### src/hdl/nvm_sec_pkg.sv
package nvm_sec_pkg;
	// ==========================================================
	// Bus and register indices (byte address = 4 * index).
	localparam int unsigned AW = 18;
	localparam logic [15:0] IDX_KEY0 = 16'hff00;
	localparam logic [15:0] IDX_KEY3 = 16'hff06;
	localparam logic [15:0] IDX_OPT = 16'hff0f;
	localparam logic [15:0] IDX_ALIAS = 16'hbf0f;
	localparam logic [15:0] IDX_CFG = 16'h0100;
	localparam logic [15:0] IDX_SHADOW = 16'h0101;
	localparam logic [15:0] IDX_PAGE = 16'h0102;
	localparam logic [15:0] IDX_STATUS = 16'h0103;
	// ==========================================================
	// Flash word addresses and field layout.
	localparam logic [15:0] KEY_ADDR = 16'hff00;
	localparam logic [15:0] OPT_ADDR = 16'hff0e;
	localparam logic [5:0] PAGE_TOP = 6'h3f;
	localparam int unsigned BACKDOOR_ENABLE_BITS_HI = 7;
	localparam int unsigned BACKDOOR_ENABLE_BITS_LO = 6;
	localparam logic [1:0] BACKDOOR_ENABLE_BITS_ON = 2'h2;
	localparam logic [1:0] SEC_OPEN = 2'h2;
	localparam int unsigned KEY_WRITE_ACCESS_BIT_BIT = 5;
	localparam logic [15:0] KEY_BAD0 = 16'h0000;
	localparam logic [15:0] KEY_BAD1 = 16'hffff;
	localparam logic [2:0] KEY_WORDS = 3'h4;
	localparam logic [5:0] PAGE_RST = 6'h00;
	// ==========================================================
	// Operating modes and memory commands.
	localparam logic [1:0] MODE_SSC = 2'h0;
	localparam logic [1:0] MODE_SEX = 2'h1;
	localparam logic [1:0] MODE_NSC = 2'h2;
	localparam logic [1:0] MODE_NEX = 2'h3;
	localparam logic [7:0] CMD_VERIFY = 8'h05;
	localparam logic [7:0] CMD_PROGRAM_WORD_COMMAND = 8'h20;
	localparam logic [7:0] CMD_ERASE = 8'h40;
	localparam logic [7:0] CMD_MASS = 8'h41;
	localparam logic [7:0] CMD_MODIFY = 8'h60;
	typedef enum logic [1:0] {
		ST_ADDR = 2'b00,
		ST_DATA = 2'b01,
		ST_RUN  = 2'b10
	} load_state_t;
endpackage

### src/hdl/nvm_security_backdoor_unlock.sv
`timescale 1ns/100ps
`default_nettype none
module nvm_security_backdoor_unlock
	import nvm_sec_pkg::*;
#(
	parameter bit SINGLE_BACKDOOR_ENABLE_BITS = 1'b0
) (
	input  wire logic          clk_i,
	input  wire logic          rst_i,
	input  wire logic          wb_cyc_i,
	input  wire logic          wb_stb_i,
	input  wire logic          wb_we_i,
	input  wire logic [AW-1:0] wb_adr_i,
	input  wire logic [3:0]    wb_sel_i,
	input  wire logic [31:0]   wb_dat_i,
	input  wire logic          wb_dbg_i,
	output logic      [31:0]   wb_dat_o,
	output logic               wb_ack_o,
	output logic      [15:0]   flash_addr_o,
	input  wire logic [15:0]   flash_rdata_i,
	output logic               flash_read_block_o,
	input  wire logic [1:0]    mode_i,
	input  wire logic          cmd_valid_i,
	input  wire logic [7:0]    cmd_code_i,
	input  wire logic          cmd_from_ext_i,
	input  wire logic          cmd_option_sector_i,
	input  wire logic          cmd_sector_protected_i,
	output logic               cmd_accept_o,
	output logic               cmd_reject_o,
	output logic               secured_o,
	output logic               backdoor_enabled_o,
	output logic               debug_enable_o,
	output logic               debug_fw_enable_o,
	output logic               debug_hw_reg_only_o,
	output logic               ext_nvm_access_en_o,
	output logic               bus_visibility_output_o,
	output logic               cpu_pipe_status_output_o
);

	// ==========================================================
	// Decoders.
	function automatic logic keys_on(input logic [7:0] b);
		if (SINGLE_BACKDOOR_ENABLE_BITS)
			return b[BACKDOOR_ENABLE_BITS_HI];
		return b[BACKDOOR_ENABLE_BITS_HI:BACKDOOR_ENABLE_BITS_LO] == BACKDOOR_ENABLE_BITS_ON;
	endfunction

	function automatic logic program_word_command_erase(input logic [7:0] c);
		return c == CMD_PROGRAM_WORD_COMMAND || c == CMD_ERASE || c == CMD_MODIFY;
	endfunction

	function automatic logic known_cmd(input logic [7:0] c);
		return program_word_command_erase(c) || c == CMD_MASS || c == CMD_VERIFY;
	endfunction

	// ==========================================================
	// Reset load of the key and option words.
	load_state_t state_q, state_d;
	logic [2:0]  ld_idx_q, ld_idx_d;
	logic [15:0] key_q [4];
	logic [15:0] key_d [4];
	logic [7:0]  opt_q, opt_d;
	logic [7:0]  shadow_q, shadow_d;
	logic [1:0]  mode_s1_q, mode_s2_q, mode_q, mode_d;
	logic        unlocked_q, unlocked_d;
	logic        key_unlock;
	logic        run;

	assign run = state_q == ST_RUN;
	assign flash_addr_o = ld_idx_q == KEY_WORDS ? OPT_ADDR : KEY_ADDR + {12'h000, ld_idx_q, 1'b0};

	always_comb begin
		state_d = state_q;
		ld_idx_d = ld_idx_q;
		key_d = key_q;
		opt_d = opt_q;
		shadow_d = shadow_q;
		mode_d = mode_q;
		unlocked_d = unlocked_q;
		case (state_q)
			ST_ADDR: begin
				state_d = ST_DATA;
			end
			ST_DATA: begin
				if (ld_idx_q == KEY_WORDS) begin
					opt_d = flash_rdata_i[7:0];
					shadow_d = flash_rdata_i[7:0];
					mode_d = mode_s2_q;
					state_d = ST_RUN;
				end else begin
					key_d[ld_idx_q[1:0]] = flash_rdata_i;
					ld_idx_d = ld_idx_q + 3'h1;
					state_d = ST_ADDR;
				end
			end
			ST_RUN: begin
				// The stored byte is never rewritten here, so a
				// new flash value waits for the next reset.
				if (key_unlock) begin
					shadow_d[1:0] = SEC_OPEN;
					unlocked_d = 1'b1;
				end
			end
			default: begin
				state_d = ST_ADDR;
			end
		endcase
	end

	always_ff @(posedge clk_i) begin
		mode_s1_q <= mode_i;
		mode_s2_q <= mode_s1_q;
		if (rst_i) begin
			state_q <= ST_ADDR;
			ld_idx_q <= 3'h0;
			opt_q <= 8'h00;
			shadow_q <= 8'h00;
			mode_q <= MODE_SSC;
			unlocked_q <= 1'b0;
			for (int i = 0; i < 4; i++)
				key_q[i] <= KEY_BAD1;
		end else begin
			state_q <= state_d;
			ld_idx_q <= ld_idx_d;
			opt_q <= opt_d;
			shadow_q <= shadow_d;
			mode_q <= mode_d;
			unlocked_q <= unlocked_d;
			key_q <= key_d;
		end
	end

	// ==========================================================
	// Security decode; treated as secured until the load ends.
	// Holding secured through the load keeps commands and firmware debug shut before
	// the stored byte is known, at the cost of refusing them for ten cycles.
	logic normal_mode;
	logic expanded;
	logic backdoor_ok;

	assign normal_mode = mode_q == MODE_NSC || mode_q == MODE_NEX;
	assign expanded = mode_q == MODE_NEX || mode_q == MODE_SEX;
	assign secured_o = !run || shadow_q[1:0] != SEC_OPEN;
	assign backdoor_ok = run && normal_mode && keys_on(opt_q);
	assign backdoor_enabled_o = backdoor_ok;
	assign debug_enable_o = !(secured_o && (mode_q == MODE_NSC || expanded));
	assign debug_fw_enable_o = debug_enable_o && !(secured_o && mode_q == MODE_SSC);
	assign debug_hw_reg_only_o = secured_o && mode_q == MODE_SSC;
	assign ext_nvm_access_en_o = !(secured_o && expanded);
	assign bus_visibility_output_o = !(secured_o && expanded);
	assign cpu_pipe_status_output_o = !(secured_o && expanded);

	// ==========================================================
	// Memory command gate.
	always_comb begin
		cmd_accept_o = cmd_valid_i && run && known_cmd(cmd_code_i);
		if (cmd_option_sector_i && cmd_sector_protected_i && program_word_command_erase(cmd_code_i))
			cmd_accept_o = 1'b0;
		if (secured_o && mode_q == MODE_SSC && cmd_code_i != CMD_MASS)
			cmd_accept_o = 1'b0;
		if (secured_o && mode_q == MODE_NEX && cmd_from_ext_i)
			cmd_accept_o = 1'b0;
		cmd_reject_o = cmd_valid_i && !cmd_accept_o;
	end

	// ==========================================================
	// Wishbone slave and backdoor key checker.
	logic        ack_q, ack_d;
	logic [31:0] dat_q, dat_d;
	logic        key_write_access_bit_q, key_write_access_bit_d;
	logic [5:0]  page_q, page_d;
	logic [2:0]  key_cnt_q, key_cnt_d;
	logic [3:0]  match_q, match_d;
	logic        bad_q, bad_d;
	logic        req;
	logic        wr_fire;
	logic [15:0] idx;
	logic        key_hit;
	logic [1:0]  slot;

	assign idx = wb_adr_i[AW-1:2];
	assign req = wb_cyc_i && wb_stb_i && !ack_q && run;
	// A write lands on the edge where the master sees ack.
	assign wr_fire = wb_cyc_i && wb_stb_i && wb_we_i && ack_q;
	assign key_hit = idx >= IDX_KEY0 && idx <= IDX_KEY3 && !idx[0];
	assign slot = idx[2:1];
	assign wb_ack_o = ack_q;
	assign wb_dat_o = dat_q;
	assign flash_read_block_o = key_write_access_bit_q;

	always_comb begin
		ack_d = req;
		dat_d = 32'h0000_0000;
		key_write_access_bit_d = key_write_access_bit_q;
		page_d = page_q;
		key_cnt_d = key_cnt_q;
		match_d = match_q;
		bad_d = bad_q;
		key_unlock = 1'b0;
		if (req && !wb_we_i) begin
			case (idx)
				IDX_OPT: dat_d[7:0] = key_write_access_bit_q ? 8'h00 : opt_q;
				IDX_ALIAS: dat_d[7:0] = (key_write_access_bit_q || page_q != PAGE_TOP) ? 8'h00 : opt_q;
				IDX_CFG: dat_d[KEY_WRITE_ACCESS_BIT_BIT] = key_write_access_bit_q;
				IDX_SHADOW: dat_d[7:0] = shadow_q;
				IDX_PAGE: dat_d[5:0] = page_q;
				IDX_STATUS: dat_d[12:0] = {mode_q, unlocked_q, backdoor_ok, secured_o, key_cnt_q, match_q, bad_q};
				default: dat_d = 32'h0000_0000;
			endcase
		end
		if (wr_fire && idx == IDX_PAGE && wb_sel_i[0])
			page_d = wb_dat_i[5:0];
		// Debug-port key words are dropped silently.
		// An out-of-order word poisons the attempt; a retry must set the access bit again.
		if (wr_fire && key_hit && key_write_access_bit_q && !wb_dbg_i && wb_sel_i[1:0] == 2'h3) begin
			if (key_cnt_q < KEY_WORDS && slot == key_cnt_q[1:0]) begin
				match_d[slot] = wb_dat_i[15:0] == key_q[slot] && key_q[slot] != KEY_BAD0
					&& key_q[slot] != KEY_BAD1;
				key_cnt_d = key_cnt_q + 3'h1;
			end else begin
				bad_d = 1'b1;
			end
		end
		if (wr_fire && idx == IDX_CFG && wb_sel_i[0]) begin
			key_write_access_bit_d = wb_dat_i[KEY_WRITE_ACCESS_BIT_BIT];
			if (!key_write_access_bit_q && key_write_access_bit_d) begin
				key_cnt_d = 3'h0;
				match_d = 4'h0;
				bad_d = 1'b0;
			end
			if (key_write_access_bit_q && !key_write_access_bit_d)
				key_unlock = key_cnt_q == KEY_WORDS && &match_q && !bad_q && backdoor_ok;
		end
	end

	always_ff @(posedge clk_i) begin
		if (rst_i) begin
			ack_q <= 1'b0;
			dat_q <= 32'h0000_0000;
			key_write_access_bit_q <= 1'b0;
			page_q <= PAGE_RST;
			key_cnt_q <= 3'h0;
			match_q <= 4'h0;
			bad_q <= 1'b0;
		end else begin
			ack_q <= ack_d;
			dat_q <= dat_d;
			key_write_access_bit_q <= key_write_access_bit_d;
			page_q <= page_d;
			key_cnt_q <= key_cnt_d;
			match_q <= match_d;
			bad_q <= bad_d;
		end
	end
endmodule
`default_nettype wire

### config.mk
export PLATFORM = sky130hd
export DESIGN_NAME = nvm_security_backdoor_unlock
export DESIGN_NICKNAME = d
export VERILOG_FILES = /design/src/hdl/nvm_sec_pkg.sv /design/src/hdl/nvm_security_backdoor_unlock.sv
export SDC_FILE = /design/constraint.sdc
export NUM_CORES = 1
export LEC_CHECK = 0
export BUFFER_PORTS_ARGS = -buffer_cell sky130_fd_sc_hd__buf_2
export CORE_UTILIZATION = 51
export DETAILED_ROUTE_END_ITERATION = 6
export PLACE_DENSITY = 0.78
export RECOVER_POWER = 100
export SLEW_MARGIN = 20
export SYNTH_ARGS = -nofsm -noshare
export SYNTH_HDL_FRONTEND = slang
export SYNTH_SLANG_ARGS = --single-unit
### constraint.sdc
create_clock -name clk_i -period 2.9 [get_ports clk_i]
set_input_delay 0.58 -clock clk_i [delete_from_list [all_inputs] [get_ports clk_i]]
set_output_delay 0.58 -clock clk_i [all_outputs]
set_load 0.05 [all_outputs]
==> results.rst <==
.. list-table::
   :header-rows: 1

   * - Metric
     - Value
   * - HPWL reported at the end of detailed placement
     - 10.2 mm
   * - Global-route met3 utilization
     - 0.0626
   * - Chip Height
     - about 110 um
   * - Yosys cell types
     - 58
   * - Number of sinks driven by the clock tree
     - 115
   * - Final hold vios
     - 0
   * - Largest stage delay, worst path
     - 0.69 ns
   * - Most used routing layer
     - met2
   * - IR Drop Worst-Case VDD
     - 0.323 mV
   * - Met2 usage
     - 0.472
   * - Floorplan row count
     - 37
   * - First-pass GRT wire length
     - 24.3 mm
   * - Overflow after GRT
     - 0
   * - Layout cell share with drive strength beyond 1
     - 0.187
   * - R2r startpoint
     - ld_idx_q[0]
   * - Total clock buffers created by CTS
     - 17
   * - Fill count
     - 889
   * - FF+latch count, synth
     - 115
   * - Per-cell via count in the routed design
     - 5.64
   * - Io pins
     - 150
   * - CP max FO
     - 2
   * - Worst min-delay path category
     - in -> reg
   * - Number of iterations in the first detailed-routing pass
     - 5
   * - Clock tree from TritonCTS
     - built
   * - Cell at the slowest stage of the critical path
     - sky130_fd_sc_hd__or4b_2
   * - Dpl cells
     - 845
   * - Post-synth EDFFs
     - 0
   * - Wire per inst
     - between 15 and 20 um
   * - Final net count
     - a little over 800
   * - Clock insertion delay at the later pin of the skew report
     - between 0.5 and 0.6 ns
   * - Power Density
     - roughly 640 nW/um^2
   * - Final routed wirelength across all metal layers
     - 14.8 mm
   * - Area Growth Syn to Fin
     - 18.9%
   * - Capturing point of the worst reg2reg path
     - key_q[31]
   * - GR Layer Usage met1
     - 0.330
   * - Floorplan core area
     - 10,500 um^2
   * - Setup violations, final
     - 0
   * - Most common cell after layout, fill and taps aside
     - sky130_fd_sc_hd__nand2_1
   * - Share of synthesized area occupied by flip-flops and latches
     - 0.409
   * - Number of stages on the worst hold path
     - 1
   * - Setup TNS Final
     - 0 ns
   * - Largest buffer count on any clock path
     - 2
   * - Overall routing resource usage
     - 0.276
   * - Effective utilization at floorplan
     - 0.535
   * - Die boundary width
     - approximately 110 um
   * - Root buf cell
     - sky130_fd_sc_hd__clkbuf_8
   * - Worst-case register-to-register setup slack
     - 0.29 ns
   * - Vias in the first global route
     - 4,999
   * - Die Area
     - approximately 11,000 um^2
   * - Worst-case hold path end point
     - mode_s1_q[1]
   * - Upper clock frequency limit
     - 353 MHz
   * - H-Tree Level Count
     - 4
   * - Final cell area excluding filler cells
     - 6690 um^2
   * - Post-synthesis average cell area
     - ~8.9 um^2
   * - Maximum clock skew at final layout
     - 0.00848 ns
   * - Worst slew margin relative to its limit
     - 0.0375
   * - Max-cap violations
     - 0
   * - Leakage Power
     - 2.79 nW
   * - Antenna Diode Count
     - 0
   * - Share of the core filled with cells in the final layout
     - 0.636
   * - Number of antenna violations at the first check in global routing
     - 0
   * - Reg2Reg Depth
     - 7
   * - Minimum hold slack
     - 0.166 ns
   * - I/O Buffers
     - 97
   * - Via total after detailed routing
     - 4,953
   * - Fin crit period
     - 2.83 ns
   * - Synth Flop Type
     - sky130_fd_sc_hd__dfxtp_1
   * - Number of nets with antenna violations after routing
     - 0
   * - Ratio of final minimum period to clock period
     - 0.977
   * - Critical Path Source Type
     - input port
   * - WP data required
     - 2.32 ns
   * - DR DRC count
     - 0
   * - Final non-filler cell total
     - between 800 and 900
   * - Slew at the pin closest to its max-slew limit
     - 1.44 ns
   * - Number of pins exceeding their max-slew limit in the final report
     - 0
   * - Share of flip-flops with an asynchronous set or reset
     - 0
   * - Worst-case setup slack after placement
     - -0.0113 ns
   * - Cells along the critical path
     - buf_2, or4b_2, nor4_1, o221a_2, nor2b_2, clkbuf_4
   * - Post-Place Cell Area
     - approximately 6100 um^2
   * - Maximum number of pins on one net before global-route repair
     - 90
   * - Highest-count cells in the layout ignoring fill and taps
     - sky130_fd_sc_hd__nand2_1 (171), sky130_fd_sc_hd__dfxtp_1 (115), sky130_fd_sc_hd__buf_2 (68)
   * - Post-Syn Area
     - 5620 um^2
   * - Final estimated routing congestion in global placement
     - 0.883
   * - Number of warnings printed during yosys synthesis
     - 0
   * - Number of standard cells after synthesis
     - 634
   * - Footprint of the multi-input gates
     - 3010 um^2
   * - CTS clk-pin slew, worst paths
     - ~0.050 ns
   * - WP data arrival
     - about 2.3 ns
   * - Total power draw
     - about 4.3 mW
   * - Total area of sequential cells
     - about 2300 um^2
   * - Initial DRC Count
     - around 370
   * - Worst Setup Path Type
     - in -> out
   * - Status
     - completed
   * - Kind of end point of the critical path
     - output pin
   * - Least setup slack across all paths after layout
     - 0.0667 ns
   * - Worst min-delay path startpoint
     - mode_i[1]
[sequential cells by signal, indices dropped and copies added, names as in the netlist, 2 cells and up]
signal,cells
opt_q,8
wb_dat_o,13
mode_q,2
mode_s2_q,2
key_q,64
page_q,6
match_q,4
key_cnt_q,3
shadow_q,2
ld_idx_q,3
mode_s1_q,2
state_q,2
[synth_stat cells (all sizes together) (3+ instances only)]
library cell | n | area share
ha | 6 | 0.013
o31ai | 3 | 0.0040
and2 | 9 | 0.010
buf | 43 | 0.057
clkbuf | 25 | 0.017
and3 | 4 | 0.0044
inv | 9 | 0.0060
nand3b | 64 | 0.085
nor2b | 6 | 0.0067
xor2 | 8 | 0.012
nand2b | 4 | 0.0044
nor2 | 29 | 0.019
a22oi | 7 | 0.0093
nand3 | 4 | 0.0036
o211ai | 4 | 0.0053
mux2 | 4 | 0.0080
dfxtp | 115 | 0.41
nand4 | 10 | 0.011
mux2i | 11 | 0.020
mux4 | 16 | 0.070
nor3 | 5 | 0.0053
a21oi | 16 | 0.014
xnor2 | 13 | 0.020
nor4 | 15 | 0.020
nand2 | 172 | 0.11
o21ai | 4 | 0.0036
[layout make-up]
cell class | count | area share
multi-input cells | 472 | 0.450
flip-flops and latches | 115 | 0.344
repair buffers | 114 | 0.0838
clock inverters | 11 | 0.0226
inverters | 9 | 0.00505
clock buffers | 21 | 0.0687
well taps | 136 | 0.0255
[how the worst max path moves through the flow]
stage	startpoint	to	slack, ns	cells after the start
3_3_place_gp	wb_adr_i[3]	match_q[0]	0.08	8
2_1_floorplan	state_q[0]	cmd_reject_o	-0.20	8
6_report	cmd_code_i[1]	cmd_reject_o	0.07	6
5_1_grt	cmd_code_i[1]	cmd_reject_o	-0.004	6
3_5_place_dp	wb_adr_i[3]	match_q[0]	-0.01	8
4_1_cts	state_q[0]	cmd_reject_o	0.05	9
[power by group]
group	internal (mW)	switching, mW
combinational	0.165	0.319
clock	1.38	0.747
sequential	1.64	0.0281
total	3.18	1.09
[critical path: cells and delay by family]
family                 cells  cell delay [ns]
and+or+nand+nor            3             1.07
buffers and inverters      2             0.30
AOI/OAI and AO/OA          1             0.29
[metal layers]
metal | up-vias | share of wire
met5 | - | 0
met4 | 0 | 0.018
met1 | 2375 | 0.42
met2 | 246 | 0.50
li1 | 2308 | -
met3 | 24 | 0.069
[what timing repair did]
action	CTS	global route
hold buffers	0	0
resized for setup	3	4
endpoints found under the setup margin	2	2
gates cloned	0	0
pin swaps	1	1
setup buffers	1	0
[cells by family (layout without fill, tap and decap cells)]
family                   Yosys count  in the layout  synth area share
multiplexers                      31             31            0.0977
AND/OR/NAND/NOR                  335            335             0.307
adder cells (fa/ha/maj)            6              6            0.0134
other                              2             32           0.00134
flip-flops                       115            115             0.409
XOR/XNOR                          21             21            0.0327
AO/OA/AOI/OAI                     47             47            0.0587
buffers and inverters             77            155            0.0799
Power figures use the tool's default switching activity.
